$ cat config.mk
export PLATFORM = sky130hd
export DESIGN_NAME = fsdo_port
export DESIGN_NICKNAME = d
export VERILOG_FILES = /design/src/fsdo_pkg.sv /design/src/fsdo_cfg_if.sv /design/src/fsdo_port.sv /design/src/fsdo_supervisor.sv
export SDC_FILE = /design/constraint.sdc
export NUM_CORES = 1
export LEC_CHECK = 0
export BUFFER_PORTS_ARGS = -buffer_cell sky130_fd_sc_hd__buf_2
export CORE_MARGIN = 8
export CORE_UTILIZATION = 25
export CTS_BUF_LIST = sky130_fd_sc_hd__clkbuf_16
export DETAILED_ROUTE_END_ITERATION = 10
export HOLD_SLACK_MARGIN = 0.06
export PLACE_DENSITY = 0.39
export RECOVER_POWER = 25
export SYNTH_ARGS = -nofsm -noshare
export SYNTH_HDL_FRONTEND = slang
export SYNTH_SLANG_ARGS = --single-unit
$ cat constraint.sdc
create_clock -name clk -period 5.85 [get_ports clk]
set_input_delay 1.17 -clock clk [delete_from_list [all_inputs] [get_ports clk]]
set_output_delay 1.17 -clock clk [all_outputs]
set_load 0.02 [all_outputs]
$ cat src/fsdo_pkg.sv
// package: register map, field layout, reset values and timing for the fail-safe output port
package fsdo_pkg;

  // ---------------------------------------------------------------------------
  // register byte addresses
  // ---------------------------------------------------------------------------
  localparam logic [7:0] ADDR_OUTPUT_POINTS    = 8'h00;
  localparam logic [7:0] ADDR_FAILSAFE_KIND    = 8'h04;
  localparam logic [7:0] ADDR_FAILSAFE_BITMAP  = 8'h08;
  localparam logic [7:0] ADDR_FAILSAFE_DELAY   = 8'h0c;
  localparam logic [7:0] ADDR_FAILSAFE_COMMIT  = 8'h10;
  localparam logic [7:0] ADDR_BITMAP_POINT     = 8'h14;
  localparam logic [7:0] ADDR_STATUS           = 8'h18;
  localparam logic [7:0] ADDR_SUPERVISION      = 8'h1c;

  // ---------------------------------------------------------------------------
  // field positions
  // ---------------------------------------------------------------------------
  localparam int COMMIT_BIT       = 0;
  localparam int PT_LEVEL_BIT     = 8;   // per-point bitmap write: level in bit 8
  localparam int ST_FAILSAFE_BIT  = 0;
  localparam int ST_LOST_BIT      = 1;
  localparam int ST_KIND_LSB      = 8;
  localparam int ST_DELAY_LSB     = 16;

  // ---------------------------------------------------------------------------
  // reset values and kind codes
  // ---------------------------------------------------------------------------
  localparam logic [7:0]  RST_OUTPUT_POINTS = 8'h00;
  localparam logic [7:0]  RST_KIND          = 8'h01;
  localparam logic [7:0]  RST_BITMAP        = 8'h00;
  localparam logic [7:0]  RST_DELAY         = 8'h00;
  localparam logic [31:0] RST_SUPERVISION   = 32'h0773_5940; // 1 s of clocks
  localparam logic [7:0]  KIND_ALL_OFF      = 8'h01;
  localparam logic [7:0]  KIND_BITMAP       = 8'h02;
  localparam logic [7:0]  KIND_HOLD         = 8'h03;

  // ---------------------------------------------------------------------------
  // timing
  // ---------------------------------------------------------------------------
  localparam longint CLK_HZ         = 125_000_000;
  localparam longint TICK_TIME_MS   = 100;
  localparam longint TICK_CYCLES    = (CLK_HZ * TICK_TIME_MS) / 1000;

  localparam logic [1:0] RESP_OKAY   = 2'b00;
  localparam logic [1:0] RESP_SLVERR = 2'b10;

  // supervisor states
  typedef enum logic [2:0] {
    SV_LINKED = 3'b001,
    SV_DELAY  = 3'b010,
    SV_SAFE   = 3'b100
  } fsdo_sv_t;

endpackage

$ cat src/fsdo_cfg_if.sv
// interface: staged fail-safe settings and commit pulse passed from the register file to the supervisor
`timescale 1ns/100ps
`default_nettype none
interface fsdo_cfg_if;
  logic [7:0] kind;
  logic [7:0] bitmap;
  logic [7:0] delay;
  logic       commit;   // one-cycle transfer pulse

  modport src (output kind, output bitmap, output delay, output commit);
  modport dst (input kind, input bitmap, input delay, input commit);
endinterface
`default_nettype wire

$ cat src/fsdo_port.sv
// module: eight-point output port with fail-safe supervisor behind an AXI4-Lite slave
`timescale 1ns/100ps
`default_nettype none
// Notes on behaviour
// [RL1] Software reads and writes all eight points as one byte, bit n drives point n.
// [RL2] Losing host communication leads to the fail-safe output state.
// [RL3] Kind 1 forces all off, kind 2 applies the bitmap, kind 3 holds the last state.
// [RL4] The bitmap is applied only for kind 2, a one bit turning its point on.
// [RL5] The bitmap can be written whole or one point at a time.
// [RL6] The delay setting counts tenths of a second.
// [RL7] Delay 0 engages at once, 1 gives 0.1 s, 255 gives 25.5 s.
// [RL8] The delay runs from loss of communication and fail-safe engages only after it.
// [RL9] Kind, bitmap and delay stay staged until the host writes the commit flag true.
// [RL10] The commit flag clears itself after transfer and a false write does nothing.
// [RL11] A prescaler makes the tenth-second tick and the count restarts when the host returns.
// [RL12] Loss means no valid host access for the supervision timeout; a host write leaves it.
module fsdo_port #(
  parameter longint TICK_CYCLES = fsdo_pkg::TICK_CYCLES
) (
  // clock and reset
  input  wire logic        clk,
  input  wire logic        srst,
  // axi4-lite write address
  input  wire logic [7:0]  s_axi_awaddr,
  input  wire logic        s_axi_awvalid,
  output logic             s_axi_awready,
  // axi4-lite write data
  input  wire logic [31:0] s_axi_wdata,
  input  wire logic [3:0]  s_axi_wstrb,
  input  wire logic        s_axi_wvalid,
  output logic             s_axi_wready,
  // axi4-lite write response
  output logic [1:0]       s_axi_bresp,
  output logic             s_axi_bvalid,
  input  wire logic        s_axi_bready,
  // axi4-lite read address
  input  wire logic [7:0]  s_axi_araddr,
  input  wire logic        s_axi_arvalid,
  output logic             s_axi_arready,
  // axi4-lite read data
  output logic [31:0]      s_axi_rdata,
  output logic [1:0]       s_axi_rresp,
  output logic             s_axi_rvalid,
  input  wire logic        s_axi_rready,
  // output points
  output logic [7:0]       points,
  output logic             failsafe_active
);

  fsdo_cfg_if cfg ();

  logic [7:0]  aw_addr;
  logic        aw_held;
  logic [31:0] w_data;
  logic [3:0]  w_strb;
  logic        w_held;
  logic        do_write;
  logic [7:0]  output_points;
  logic [7:0]  failsafe_kind;
  logic [7:0]  failsafe_bitmap;
  logic [7:0]  failsafe_delay;
  logic        failsafe_commit;
  logic [31:0] supervision;
  logic [31:0] idle_cnt;
  logic        comm_lost;
  logic        in_failsafe;
  logic [7:0]  act_kind;
  logic [7:0]  act_bitmap;
  logic [7:0]  act_delay;
  logic [7:0]  next_points;

  // known register address check, used by both read and write paths
  function automatic logic addr_ok(input logic [7:0] a);
    addr_ok = (a[1:0] == 2'b00) && (a <= fsdo_pkg::ADDR_SUPERVISION);
  endfunction

  // ---------------------------------------------------------------------------
  // write channel: address and data taken in either order
  // ---------------------------------------------------------------------------
  always_ff @(posedge clk) begin
    if (srst) begin
      aw_held       <= 1'b0;
      aw_addr       <= 8'h00;
      s_axi_awready <= 1'b1;
    end else if (s_axi_awvalid && s_axi_awready) begin
      aw_held       <= 1'b1;
      aw_addr       <= s_axi_awaddr;
      s_axi_awready <= 1'b0;
    end else if (do_write) begin
      aw_held       <= 1'b0;
    end else if (!aw_held && !s_axi_bvalid) begin
      s_axi_awready <= 1'b1;
    end
  end

  always_ff @(posedge clk) begin
    if (srst) begin
      w_held       <= 1'b0;
      w_data       <= 32'h0000_0000;
      w_strb       <= 4'h0;
      s_axi_wready <= 1'b1;
    end else if (s_axi_wvalid && s_axi_wready) begin
      w_held       <= 1'b1;
      w_data       <= s_axi_wdata;
      w_strb       <= s_axi_wstrb;
      s_axi_wready <= 1'b0;
    end else if (do_write) begin
      w_held       <= 1'b0;
    end else if (!w_held && !s_axi_bvalid) begin
      s_axi_wready <= 1'b1;
    end
  end

  assign do_write = aw_held && w_held && !s_axi_bvalid;

  // write response, slverr for unmapped addresses
  always_ff @(posedge clk) begin
    if (srst) begin
      s_axi_bvalid <= 1'b0;
      s_axi_bresp  <= fsdo_pkg::RESP_OKAY;
    end else if (do_write) begin
      s_axi_bvalid <= 1'b1;
      s_axi_bresp  <= addr_ok(aw_addr) ? fsdo_pkg::RESP_OKAY : fsdo_pkg::RESP_SLVERR;
    end else if (s_axi_bready) begin
      s_axi_bvalid <= 1'b0;
    end
  end

  // ---------------------------------------------------------------------------
  // register file; only the byte lane 0 strobe is checked, though supervision takes all 32 bits and the point level is bit 8
  // ---------------------------------------------------------------------------
  always_ff @(posedge clk) begin
    if (srst) begin
      output_points   <= fsdo_pkg::RST_OUTPUT_POINTS;
      failsafe_kind   <= fsdo_pkg::RST_KIND;
      failsafe_bitmap <= fsdo_pkg::RST_BITMAP;
      failsafe_delay  <= fsdo_pkg::RST_DELAY;
      supervision     <= fsdo_pkg::RST_SUPERVISION;
    end else if (do_write && w_strb[0]) begin
      unique case (aw_addr)
        fsdo_pkg::ADDR_OUTPUT_POINTS:   output_points   <= w_data[7:0]; // [RL1]
        fsdo_pkg::ADDR_FAILSAFE_KIND:   failsafe_kind   <= w_data[7:0]; // [RL9]
        fsdo_pkg::ADDR_FAILSAFE_BITMAP: failsafe_bitmap <= w_data[7:0]; // [RL5]
        fsdo_pkg::ADDR_FAILSAFE_DELAY:  failsafe_delay  <= w_data[7:0]; // [RL9]
        fsdo_pkg::ADDR_BITMAP_POINT: begin
          // point index in bits 2:0, its level in bit 8
          failsafe_bitmap[w_data[2:0]] <= w_data[fsdo_pkg::PT_LEVEL_BIT]; // [RL5]
        end
        fsdo_pkg::ADDR_SUPERVISION:     supervision     <= w_data;
        default: ;
      endcase
    end
  end

  // commit pulse: true writes transfer, false writes do nothing
  always_ff @(posedge clk) begin
    if (srst) begin
      failsafe_commit <= 1'b0;
    end else begin
      failsafe_commit <= do_write && w_strb[0] &&
                         aw_addr == fsdo_pkg::ADDR_FAILSAFE_COMMIT &&
                         w_data[fsdo_pkg::COMMIT_BIT]; // [RL10]
    end
  end

  assign cfg.kind   = failsafe_kind;
  assign cfg.bitmap = failsafe_bitmap;
  assign cfg.delay  = failsafe_delay;
  assign cfg.commit = failsafe_commit;

  // ---------------------------------------------------------------------------
  // read channel, one cycle answer
  // ---------------------------------------------------------------------------
  always_ff @(posedge clk) begin
    if (srst) begin
      s_axi_arready <= 1'b1;
      s_axi_rvalid  <= 1'b0;
      s_axi_rdata   <= 32'h0000_0000;
      s_axi_rresp   <= fsdo_pkg::RESP_OKAY;
    end else if (s_axi_arvalid && s_axi_arready) begin
      s_axi_arready <= 1'b0;
      s_axi_rvalid  <= 1'b1;
      s_axi_rresp   <= addr_ok(s_axi_araddr) ? fsdo_pkg::RESP_OKAY : fsdo_pkg::RESP_SLVERR;
      unique case (s_axi_araddr)
        fsdo_pkg::ADDR_OUTPUT_POINTS: s_axi_rdata <= {24'h00_0000, points}; // [RL1]
        fsdo_pkg::ADDR_STATUS: begin
          s_axi_rdata <= 32'h0000_0000;
          s_axi_rdata[fsdo_pkg::ST_FAILSAFE_BIT]   <= in_failsafe;
          s_axi_rdata[fsdo_pkg::ST_LOST_BIT]       <= comm_lost;
          s_axi_rdata[fsdo_pkg::ST_KIND_LSB +: 8]  <= act_kind;
          s_axi_rdata[fsdo_pkg::ST_DELAY_LSB +: 8] <= act_delay;
        end
        fsdo_pkg::ADDR_SUPERVISION:   s_axi_rdata <= supervision;
        // settings registers are write-only and read as zero
        default:                      s_axi_rdata <= 32'h0000_0000;
      endcase
    end else if (s_axi_rvalid && s_axi_rready) begin
      s_axi_rvalid  <= 1'b0;
      s_axi_arready <= 1'b1;
    end
  end

  // ---------------------------------------------------------------------------
  // link supervision: any accepted host access restarts the idle count
  // ---------------------------------------------------------------------------
  always_ff @(posedge clk) begin
    if (srst || do_write || (s_axi_arvalid && s_axi_arready)) begin // [RL12]
      idle_cnt  <= 32'h0000_0000;
      comm_lost <= 1'b0;
    end else if (idle_cnt >= supervision) begin
      comm_lost <= 1'b1; // [RL12]
    end else begin
      idle_cnt  <= idle_cnt + 32'h0000_0001;
    end
  end

  fsdo_supervisor #(
    .TICK_CYCLES (TICK_CYCLES)
  ) u_sup (
    .clk         (clk),
    .srst        (srst),
    .cfg         (cfg),
    .comm_lost   (comm_lost),
    .host_write  (do_write),
    .in_failsafe (in_failsafe),
    .act_kind    (act_kind),
    .act_bitmap  (act_bitmap),
    .act_delay   (act_delay)
  );

  // ---------------------------------------------------------------------------
  // output select; an unknown kind falls back to all off as the safer choice
  // ---------------------------------------------------------------------------
  always_comb begin
    next_points = output_points; // [RL1]
    if (in_failsafe) begin // [RL2]
      if (act_kind == fsdo_pkg::KIND_BITMAP) begin
        next_points = act_bitmap; // [RL4]
      end else if (act_kind == fsdo_pkg::KIND_HOLD) begin
        next_points = points; // [RL3]
      end else begin
        next_points = 8'h00; // [RL3]
      end
    end
  end

  always_ff @(posedge clk) begin
    if (srst) begin
      points          <= fsdo_pkg::RST_OUTPUT_POINTS;
      failsafe_active <= 1'b0;
    end else begin
      points          <= next_points;
      failsafe_active <= in_failsafe;
    end
  end

  // ---------------------------------------------------------------------------
  // checks
  // ---------------------------------------------------------------------------
  a_points_follow: assert property (@(posedge clk) disable iff (srst) // [RL1]
    !in_failsafe |=> points == $past(output_points))
    else $error("points do not follow written value");
  a_kind_off: assert property (@(posedge clk) disable iff (srst) // [RL3]
    (in_failsafe && act_kind == fsdo_pkg::KIND_ALL_OFF) |=> points == 8'h00)
    else $error("kind 1 did not force all off");
  a_kind_bitmap: assert property (@(posedge clk) disable iff (srst) // [RL4]
    (in_failsafe && act_kind == fsdo_pkg::KIND_BITMAP) |=> points == $past(act_bitmap))
    else $error("kind 2 did not apply bitmap");
  a_kind_hold: assert property (@(posedge clk) disable iff (srst) // [RL3]
    (in_failsafe && act_kind == fsdo_pkg::KIND_HOLD) |=> $stable(points))
    else $error("kind 3 did not hold outputs");
  a_commit_pulse: assert property (@(posedge clk) disable iff (srst) // [RL10]
    failsafe_commit |=> !failsafe_commit)
    else $error("commit flag did not clear itself");
  a_false_commit: assert property (@(posedge clk) disable iff (srst) // [RL10]
    (do_write && aw_addr == fsdo_pkg::ADDR_FAILSAFE_COMMIT && !w_data[fsdo_pkg::COMMIT_BIT])
      |=> !failsafe_commit)
    else $error("false commit write caused a transfer");
  a_true_commit: assert property (@(posedge clk) disable iff (srst) // [RL9]
    (do_write && w_strb[0] && aw_addr == fsdo_pkg::ADDR_FAILSAFE_COMMIT &&
     w_data[fsdo_pkg::COMMIT_BIT]) |=> failsafe_commit)
    else $error("true commit write did not transfer");
  a_points_written: assert property (@(posedge clk) disable iff (srst) // [RL1]
    (do_write && w_strb[0] && aw_addr == fsdo_pkg::ADDR_OUTPUT_POINTS)
      |=> output_points == $past(w_data[7:0]))
    else $error("point byte write did not land");
  a_point_level: assert property (@(posedge clk) disable iff (srst) // [RL5]
    (do_write && w_strb[0] && aw_addr == fsdo_pkg::ADDR_BITMAP_POINT)
      |=> failsafe_bitmap[$past(w_data[2:0])] == $past(w_data[fsdo_pkg::PT_LEVEL_BIT]))
    else $error("per-point bitmap write did not land");
  a_loss_timeout: assert property (@(posedge clk) disable iff (srst) // [RL12]
    (!do_write && !(s_axi_arvalid && s_axi_arready) && idle_cnt >= supervision)
      |=> comm_lost)
    else $error("idle timeout did not flag loss");
  a_access_clears: assert property (@(posedge clk) disable iff (srst) // [RL12]
    (do_write || (s_axi_arvalid && s_axi_arready)) |=> !comm_lost && idle_cnt == 32'h0000_0000)
    else $error("host access did not restart supervision");
  a_active_follows: assert property (@(posedge clk) disable iff (srst) // [RL2]
    in_failsafe |=> failsafe_active)
    else $error("fail-safe state not shown on output");
  a_bresp_stands: assert property (@(posedge clk) disable iff (srst) // [RL1]
    (s_axi_bvalid && !s_axi_bready) |=> s_axi_bvalid && $stable(s_axi_bresp))
    else $error("write response dropped before taken");
  a_rdata_stands: assert property (@(posedge clk) disable iff (srst) // [RL1]
    (s_axi_rvalid && !s_axi_rready) |=> s_axi_rvalid && $stable(s_axi_rdata))
    else $error("read data dropped before taken");

endmodule
`default_nettype wire

$ cat src/fsdo_supervisor.sv
// module: committed settings store, tenth-second prescaler and fail-safe delay supervisor
`timescale 1ns/100ps
`default_nettype none
module fsdo_supervisor #(
  parameter longint TICK_CYCLES = fsdo_pkg::TICK_CYCLES
) (
  // clock and reset
  input  wire logic       clk,
  input  wire logic       srst,
  // staged settings in
  fsdo_cfg_if.dst         cfg,
  // link state
  input  wire logic       comm_lost,
  input  wire logic       host_write,
  // results
  output logic            in_failsafe,
  output logic [7:0]      act_kind,
  output logic [7:0]      act_bitmap,
  output logic [7:0]      act_delay
);

  fsdo_pkg::fsdo_sv_t state;
  logic [31:0]        pre_cnt;
  logic               tick;
  logic [7:0]         tenths;

  // ---------------------------------------------------------------------------
  // active settings, loaded only on commit
  // ---------------------------------------------------------------------------
  always_ff @(posedge clk) begin
    if (srst) begin
      act_kind   <= fsdo_pkg::RST_KIND;
      act_bitmap <= fsdo_pkg::RST_BITMAP;
      act_delay  <= fsdo_pkg::RST_DELAY;
    end else if (cfg.commit) begin // [RL9]
      act_kind   <= cfg.kind;
      act_bitmap <= cfg.bitmap;
      act_delay  <= cfg.delay;
    end
  end

  // ---------------------------------------------------------------------------
  // prescaler: one-cycle tick every tenth of a second while delaying
  // ---------------------------------------------------------------------------
  always_ff @(posedge clk) begin
    if (srst || state != fsdo_pkg::SV_DELAY) begin // [RL11]
      pre_cnt <= 32'h0000_0000;
      tick    <= 1'b0;
    end else if (pre_cnt == 32'(TICK_CYCLES - 1)) begin // [RL6]
      pre_cnt <= 32'h0000_0000;
      tick    <= 1'b1;
    end else begin
      pre_cnt <= pre_cnt + 32'h0000_0001;
      tick    <= 1'b0;
    end
  end

  // ---------------------------------------------------------------------------
  // supervisor: linked -> delay -> safe, or linked -> safe for delay 0; any host write returns to linked
  // ---------------------------------------------------------------------------
  always_ff @(posedge clk) begin
    if (srst) begin
      state  <= fsdo_pkg::SV_LINKED;
      tenths <= 8'h00;
    end else begin
      unique case (state)
        fsdo_pkg::SV_LINKED: begin
          tenths <= 8'h00;
          if (comm_lost) begin // [RL2] [RL8]
            state <= (act_delay == 8'h00) ? fsdo_pkg::SV_SAFE : fsdo_pkg::SV_DELAY; // [RL7]
          end
        end
        fsdo_pkg::SV_DELAY: begin
          if (host_write || !comm_lost) begin // [RL11]
            state <= fsdo_pkg::SV_LINKED;
          end else if (tick) begin
            tenths <= tenths + 8'h01;
            if (tenths + 8'h01 >= act_delay) begin // [RL7] [RL8]
              state <= fsdo_pkg::SV_SAFE;
            end
          end
        end
        fsdo_pkg::SV_SAFE: begin
          if (host_write) begin // [RL12]
            state <= fsdo_pkg::SV_LINKED;
          end
        end
        default: state <= fsdo_pkg::SV_LINKED;
      endcase
    end
  end

  assign in_failsafe = (state == fsdo_pkg::SV_SAFE);

  // ---------------------------------------------------------------------------
  // checks
  // ---------------------------------------------------------------------------
  a_zero_delay_safe: assert property (@(posedge clk) disable iff (srst) // [RL7]
    (state == fsdo_pkg::SV_LINKED && comm_lost && act_delay == 8'h00)
      |=> state == fsdo_pkg::SV_SAFE)
    else $error("zero delay did not engage fail-safe at once");
  a_delay_not_early: assert property (@(posedge clk) disable iff (srst) // [RL8]
    (state == fsdo_pkg::SV_DELAY && $past(state) == fsdo_pkg::SV_DELAY)
      |-> tenths < act_delay)
    else $error("delay count passed setting without engaging");
  a_commit_loads: assert property (@(posedge clk) disable iff (srst) // [RL9]
    cfg.commit |=> act_kind == $past(cfg.kind) && act_delay == $past(cfg.delay))
    else $error("commit did not load settings");
  a_staged_hold: assert property (@(posedge clk) disable iff (srst) // [RL9]
    !cfg.commit |=> $stable(act_kind) && $stable(act_bitmap) && $stable(act_delay))
    else $error("active settings changed without commit");
  a_write_leaves_safe: assert property (@(posedge clk) disable iff (srst) // [RL12]
    (state == fsdo_pkg::SV_SAFE && host_write) |=> state == fsdo_pkg::SV_LINKED)
    else $error("host write did not leave fail-safe");

endmodule
`default_nettype wire

### Word level (Yosys, flattened, before mapping)

Index checks and enable logic that the tools add are counted.

| storage, ports and cells | value |
|---|---|
| input bits | 59 |
| register bits | 259 |

| cells by class | value |
|---|---|
| equality and inequality tests | 24 |
| reductions and logical operators | 45 |
| muxes and demuxes | 36 |
| add/subtract/negate cells | 3 |
| magnitude comparators | 6 |

Operator list:

| cell | number |
|---|---|
| 32-bit one-hot mux with 3 select lines | 1 |
| 32-bit by 1-bit adder with 32-bit output (second input constant) | 2 |
| 8-bit by 5-bit == test with 1-bit output (second input constant) | 5 |
| 8-bit 2-to-1 mux | 5 |
| 32-bit by 24-bit == test with 1-bit output (second input constant) | 1 |
| 32-bit greater-or-equal comparator | 1 |
| 8-bit one-hot mux with 2 select lines | 2 |
| 8-bit zero test | 3 |
| 3-bit 2-to-1 mux | 6 |
| 1-bit 2-to-1 mux | 17 |
| 8-bit by 2-bit == test with 1-bit output (second input constant) | 2 |
| 8-bit by 4-bit == test with 1-bit output (second input constant) | 2 |
| 8-bit by 5-bit less-or-equal comparator with 1-bit output (second input constant) | 2 |
| 2-bit nonzero test | 8 |
| 1-bit logical AND | 14 |
| 2-bit AND reduction | 7 |
| 3-bit one-hot mux with 3 select lines | 1 |
| 8-bit by 1-bit adder with 8-bit output (second input constant) | 1 |
| 8-bit bitwise mux | 1 |
| 8-bit by 3-bit == test with 1-bit output (second input constant) | 1 |
| 8-bit greater-or-equal comparator | 1 |
| 2-bit by 1-bit inequality test with 1-bit output (second input constant) | 3 |
| 2-bit inequality test (second input constant) | 3 |
| 3-bit by 1-bit inequality test with 1-bit output (second input constant) | 2 |
| other kinds (15) | 23 |

### Depth between registers and ports, before layout

| depth | value |
|---|---|
| word-level depth | 6 |
| gate-level depth with buffers | 11 |
| gate-level depth less buffers | 9 |

### By module

Synthesis repeated with hierarchy kept, for this count alone.

| second synthesis, totals | value |
|---|---|
| cells, all modules | 1371 |
| area total of the unflattened synthesis | 11682.5 um2 |

By module, submodules not included:

| module | instances | area an instance (um2) | cells an instance |
|---|---|---|---|
| fsdo_port | 1 | 8518.2 | 1022 |
| fsdo_supervisor | 1 | 3164.3 | 349 |

### Least setup slack after synthesis

No wires, ideal clock.

| timing path | value |
|---|---|
| kind | reg-to-reg |
| from | reg idle_cnt[0] |
| to | reg idle_cnt[26] |
| setup slack | 2975 ps |
| arrival | 2804 ps |
| stages on the path, launching flop included | 11 |
| library setup time | 70 ps |
| data required time | 5780 ps |
| path buffers | 1 |
| cells stage by stage | dfxtp_1 -> inv_1 -> ha_1 -> nand2b_1 -> a2111o_1 -> a311oi_2 -> a311oi_4 -> or4_4 -> buf_6 -> or3_1 -> a21oi_1 |

| on the way | value |
|---|---|
| word-level cells in the longest chain between the ends | 1 |

Ends and longest elaborated chain:

| what | line | RTL |
|---|---|---|
| from (decl) | fsdo_port.sv:64 | `logic [31:0] idle_cnt;` |
| from (signal assigned) | fsdo_port.sv:213 | `idle_cnt <= idle_cnt + 32'h0000_0001;` |
| 32-bit by 1-bit adder with 32-bit output / 32-bit greater-or-equal comparator (equally long branches) | fsdo_port.sv:213, fsdo_port.sv:210 |  |

Several ways; a longest one is shown, not always the timed one.
A chain may end at the register's enable or synchronous reset.

==> flow_metrics.py <==
metrics = {
    "outcome": {
        "status": "complete, but fails checks",
        "violations": "capacitance limit, slew limit",
    },
    "grt": {
        "grt_max_degree": 86,
        "antenna_found_initial": 0,
        "grt_pass1_vias": 9446,
        "grt_use_total_pct": 12.8,
        "overflow": 0,
        "grt_pass1_wl_mm": 54.7,
    },
    "cells_and_area": {
        "final_util_pct": 29.5,
        "nNetsFinal": 1546,
        "drive_gt1_share_pct": 11.6,
        "diodes": 0,
        "area_growth_pct": 17.2,
    },
    "sta": {
        "tightestPinTransition_ns": 1.98,
        "fin_crit_sh_pct": 64.9,
        "fmax_ghz": 0.264,
        "period_needed_ns": 3.79,
        "tns_ns": 0,
        "report.final.slew_viol_count": 129,
        "fin_skew_ns": 0.0187,
        "finalHoldViolCount": 0,
        "slew_headroom_pct": -31.9,
        "grt_setup_unrepaired": "false",
        "setup_viol": 0,
    },
    "yosys": {
        "synth.avg_cell_area_um2": 8.34,
        "synth_area_mm2": 0.0114,
        "yosys.cell_types.count": 60,
        "yosysSeqAreaShare_pct": 45.2,
        "synth_cells": 1366,
        "ys_warn_count": 0,
        "synth_edf_count": 0,
        "synth_seq_cells": 257,
        "async_reset_ff_share_pct": 0,
        "ys.flop_type": "dfxtp_1",
    },
    "die": {
        "start_util_pct": 25.2,
        "die_h_um": 229,
        "die_w_um": 229,
        "num_io_pins": 109,
        "core.rowCount": 78,
        "dieArea_mm2": 0.0526,
        "core_region_area_mm2": 0.0452,
    },
    "setup_path": {
        "crit_buf_inv": 4,
        "end_kind": "register",
        "crit_chain": "clkbuf_1, clkbuf_1, inv_1, buf_4, o21ai_0, a21oi_1, o31a_1",
        "crit_required_ns": 6.31,
        "startpoint_type": "input pin",
        "crit_top_cell": "clkbuf_1",
        "critPathSlowestCell": "clkbuf_1",
        "cp.arrival_ns": 4.25,
        "path_delay_family": "buffers and inverters",
        "worst-path-max-fanout": 42,
        "path_class": "input pin to register",
        "cpPeakStageDelay_ns": 1.48,
    },
    "route": {
        "drc": 0,
        "vias": 9566,
        "wl_mm": 34.3,
        "ant_nets": 0,
        "drt_iter0_markers": 368,
        "wl_per_cell_um": 16.6,
        "viasPerCell": 4.63,
        "drt_pass1_iterations": 4,
    },
    "clock_network": {
        "hold_buffers": 0,
        "clk_latency_ns": 0.57,
        "path_clk_slew_ns": 0.06,
        "cts_resized": 0,
        "clockBufferDepth": 3,
        "cts_root_buffer": "clkbuf_16",
        "cts.sink_count": 257,
        "cts_setup_buffers": 0,
        "cts_tree": "yes",
        "cts_made_buffers": 31,
        "ctsHtreeMaxLevel": 1,
    },
    "power": {
        "leakage_nw": 5.16,
        "power.total_w": 0.00366,
        "ir_drop_uv": 138,
        "p_per_area_mw_per_mm2": 274,
    },
    "placed_design": {
        "gp_congestion": 0.770,
        "place_hpwl_mm": 24.5,
        "portBuffers": 103,
    },
    "worst_hold_path": {
        "hp-class": "register to register",
    },
    "flow_run": {
        "maxCapViolations": 2,
    },
}
[where the power goes]
part | internal [W] | leakage, nW | switching [W] | total (W)
Combinational | 0.0000479 | 2.63 | 0.0000961 | 0.000144
Clock | 0.000949 | 0.453 | 0.000757 | 0.00171
Sequential | 0.00177 | 2.08 | 0.0000313 | 0.00181
[layer usage]
layer  global-route usage (%)  wire length, um  vias to the layer above  part of all wire [%]
met4                     3.11              615                        0                   1.8
li1                         -                -                     4898                     -
met1                     17.4            16800                     4494                    49
met2                     20.9            15700                      133                    46
met5                        0                0                        -                     0
met3                     1.93             1230                       41                   3.6
[cell usage in the layout (no fill, tap or decap), drive strengths merged, types with 15 or more instances in the layout]
cell,n
dfxtp,257
nand2,234
nor2,147
a21oi,128
buf,109
o21ai,76
mux2i,64
inv,57
ha,43
clkbuf,36
nand3,26
nand4,24
or3,20
clkinv,20
xor2,18
xnor2,18
nor3,15
[registers in the layout, indices dropped and copies added (netlist names), 3 cells and up]
name	count
w_data	32
supervision	32
cfg.delay	8
s_axi_rdata	32
idle_cnt	32
u_sup.act_kind	8
aw_addr	8
cfg.kind	8
u_sup.act_delay	8
u_sup.pre_cnt	32
u_sup.tenths	8
u_sup.state	3
cfg.bitmap	8
points	8
u_sup.act_bitmap	8
output_points	8
[layout make-up]
cell class | count | area, um2
clock buffers | 31 | 776
clock inverters | 24 | 105
fillers | 4883 | 31800
inverters | 53 | 199
multi-input cells | 987 | 5790
flip-flops and latches | 257 | 5140
well taps | 600 | 751
repair buffers | 114 | 586
[worst paths after layout]
check                   start               end  slack [ns]  cells past startpoint
max                      srst    u_sup.state[1]        2.06                      7
min          u_sup.pre_cnt[0]  u_sup.pre_cnt[0]        0.44                      1
max reg2reg      idle_cnt[19]      idle_cnt[11]        2.52                      8
min reg2reg  u_sup.pre_cnt[0]  u_sup.pre_cnt[0]        0.44                      1
[Yosys cell counts, types with 8 or more instances]
| cell type | n | area share (%) |
|---|---|---|
| o21ai_0 | 74 | 3.3 |
| nor2_1 | 147 | 4.8 |
| and2_1 | 9 | 0.49 |
| nand3_1 | 26 | 1.1 |
| nand4_1 | 23 | 1.3 |
| nand3b_1 | 10 | 0.66 |
| xor2_1 | 18 | 1.4 |
| nand2_1 | 234 | 7.7 |
| clkbuf_1 | 59 | 1.9 |
| o211ai_1 | 14 | 0.92 |
| a21o_1 | 8 | 0.53 |
| a21oi_1 | 128 | 5.6 |
| dfxtp_1 | 257 | 45 |
| xnor2_1 | 18 | 1.4 |
| inv_1 | 53 | 1.7 |
| a22oi_1 | 8 | 0.53 |
| and3_1 | 14 | 0.77 |
| ha_1 | 43 | 4.7 |
| nand2b_1 | 12 | 0.66 |
| or4_1 | 13 | 0.86 |
| or3_1 | 20 | 1.1 |
| a22o_1 | 8 | 0.62 |
| mux2i_1 | 64 | 5.6 |
| nor4_1 | 9 | 0.49 |
| nor3_1 | 15 | 0.66 |
[stage by stage]
step	instances	cell area (um2)	hold WS (ns)	worst slack [ns]
3_3_place_gp	2011	12500	0.428	2.60
5_1_grt	2066	13300	0.471	1.65
6_report	2066	13300	0.439	2.06
4_1_cts	2066	13400	0.446	2.55
2_1_floorplan	1367	11400	0.413	2.98
3_5_place_dp	2011	12500	0.432	2.58
[cell families (layout without fill, tap and decap cells)]
| group | Yosys count | after routing | synth area share, % |
|---|---|---|---|
| AOI/OAI and AO/OA | 282 | 282 | 14.5 |
| xor gates and xnor gates | 36 | 36 | 2.77 |
| adders and majority gates | 43 | 43 | 4.73 |
| buffers and inverters | 123 | 222 | 4.22 |
| DFF | 257 | 257 | 45.2 |
| muxes | 64 | 64 | 5.63 |
| other | 1 | 2 | 0.0329 |
| and+or+nand+nor | 560 | 560 | 22.9 |
No activity file was read; power rests on OpenSTA's default activity.
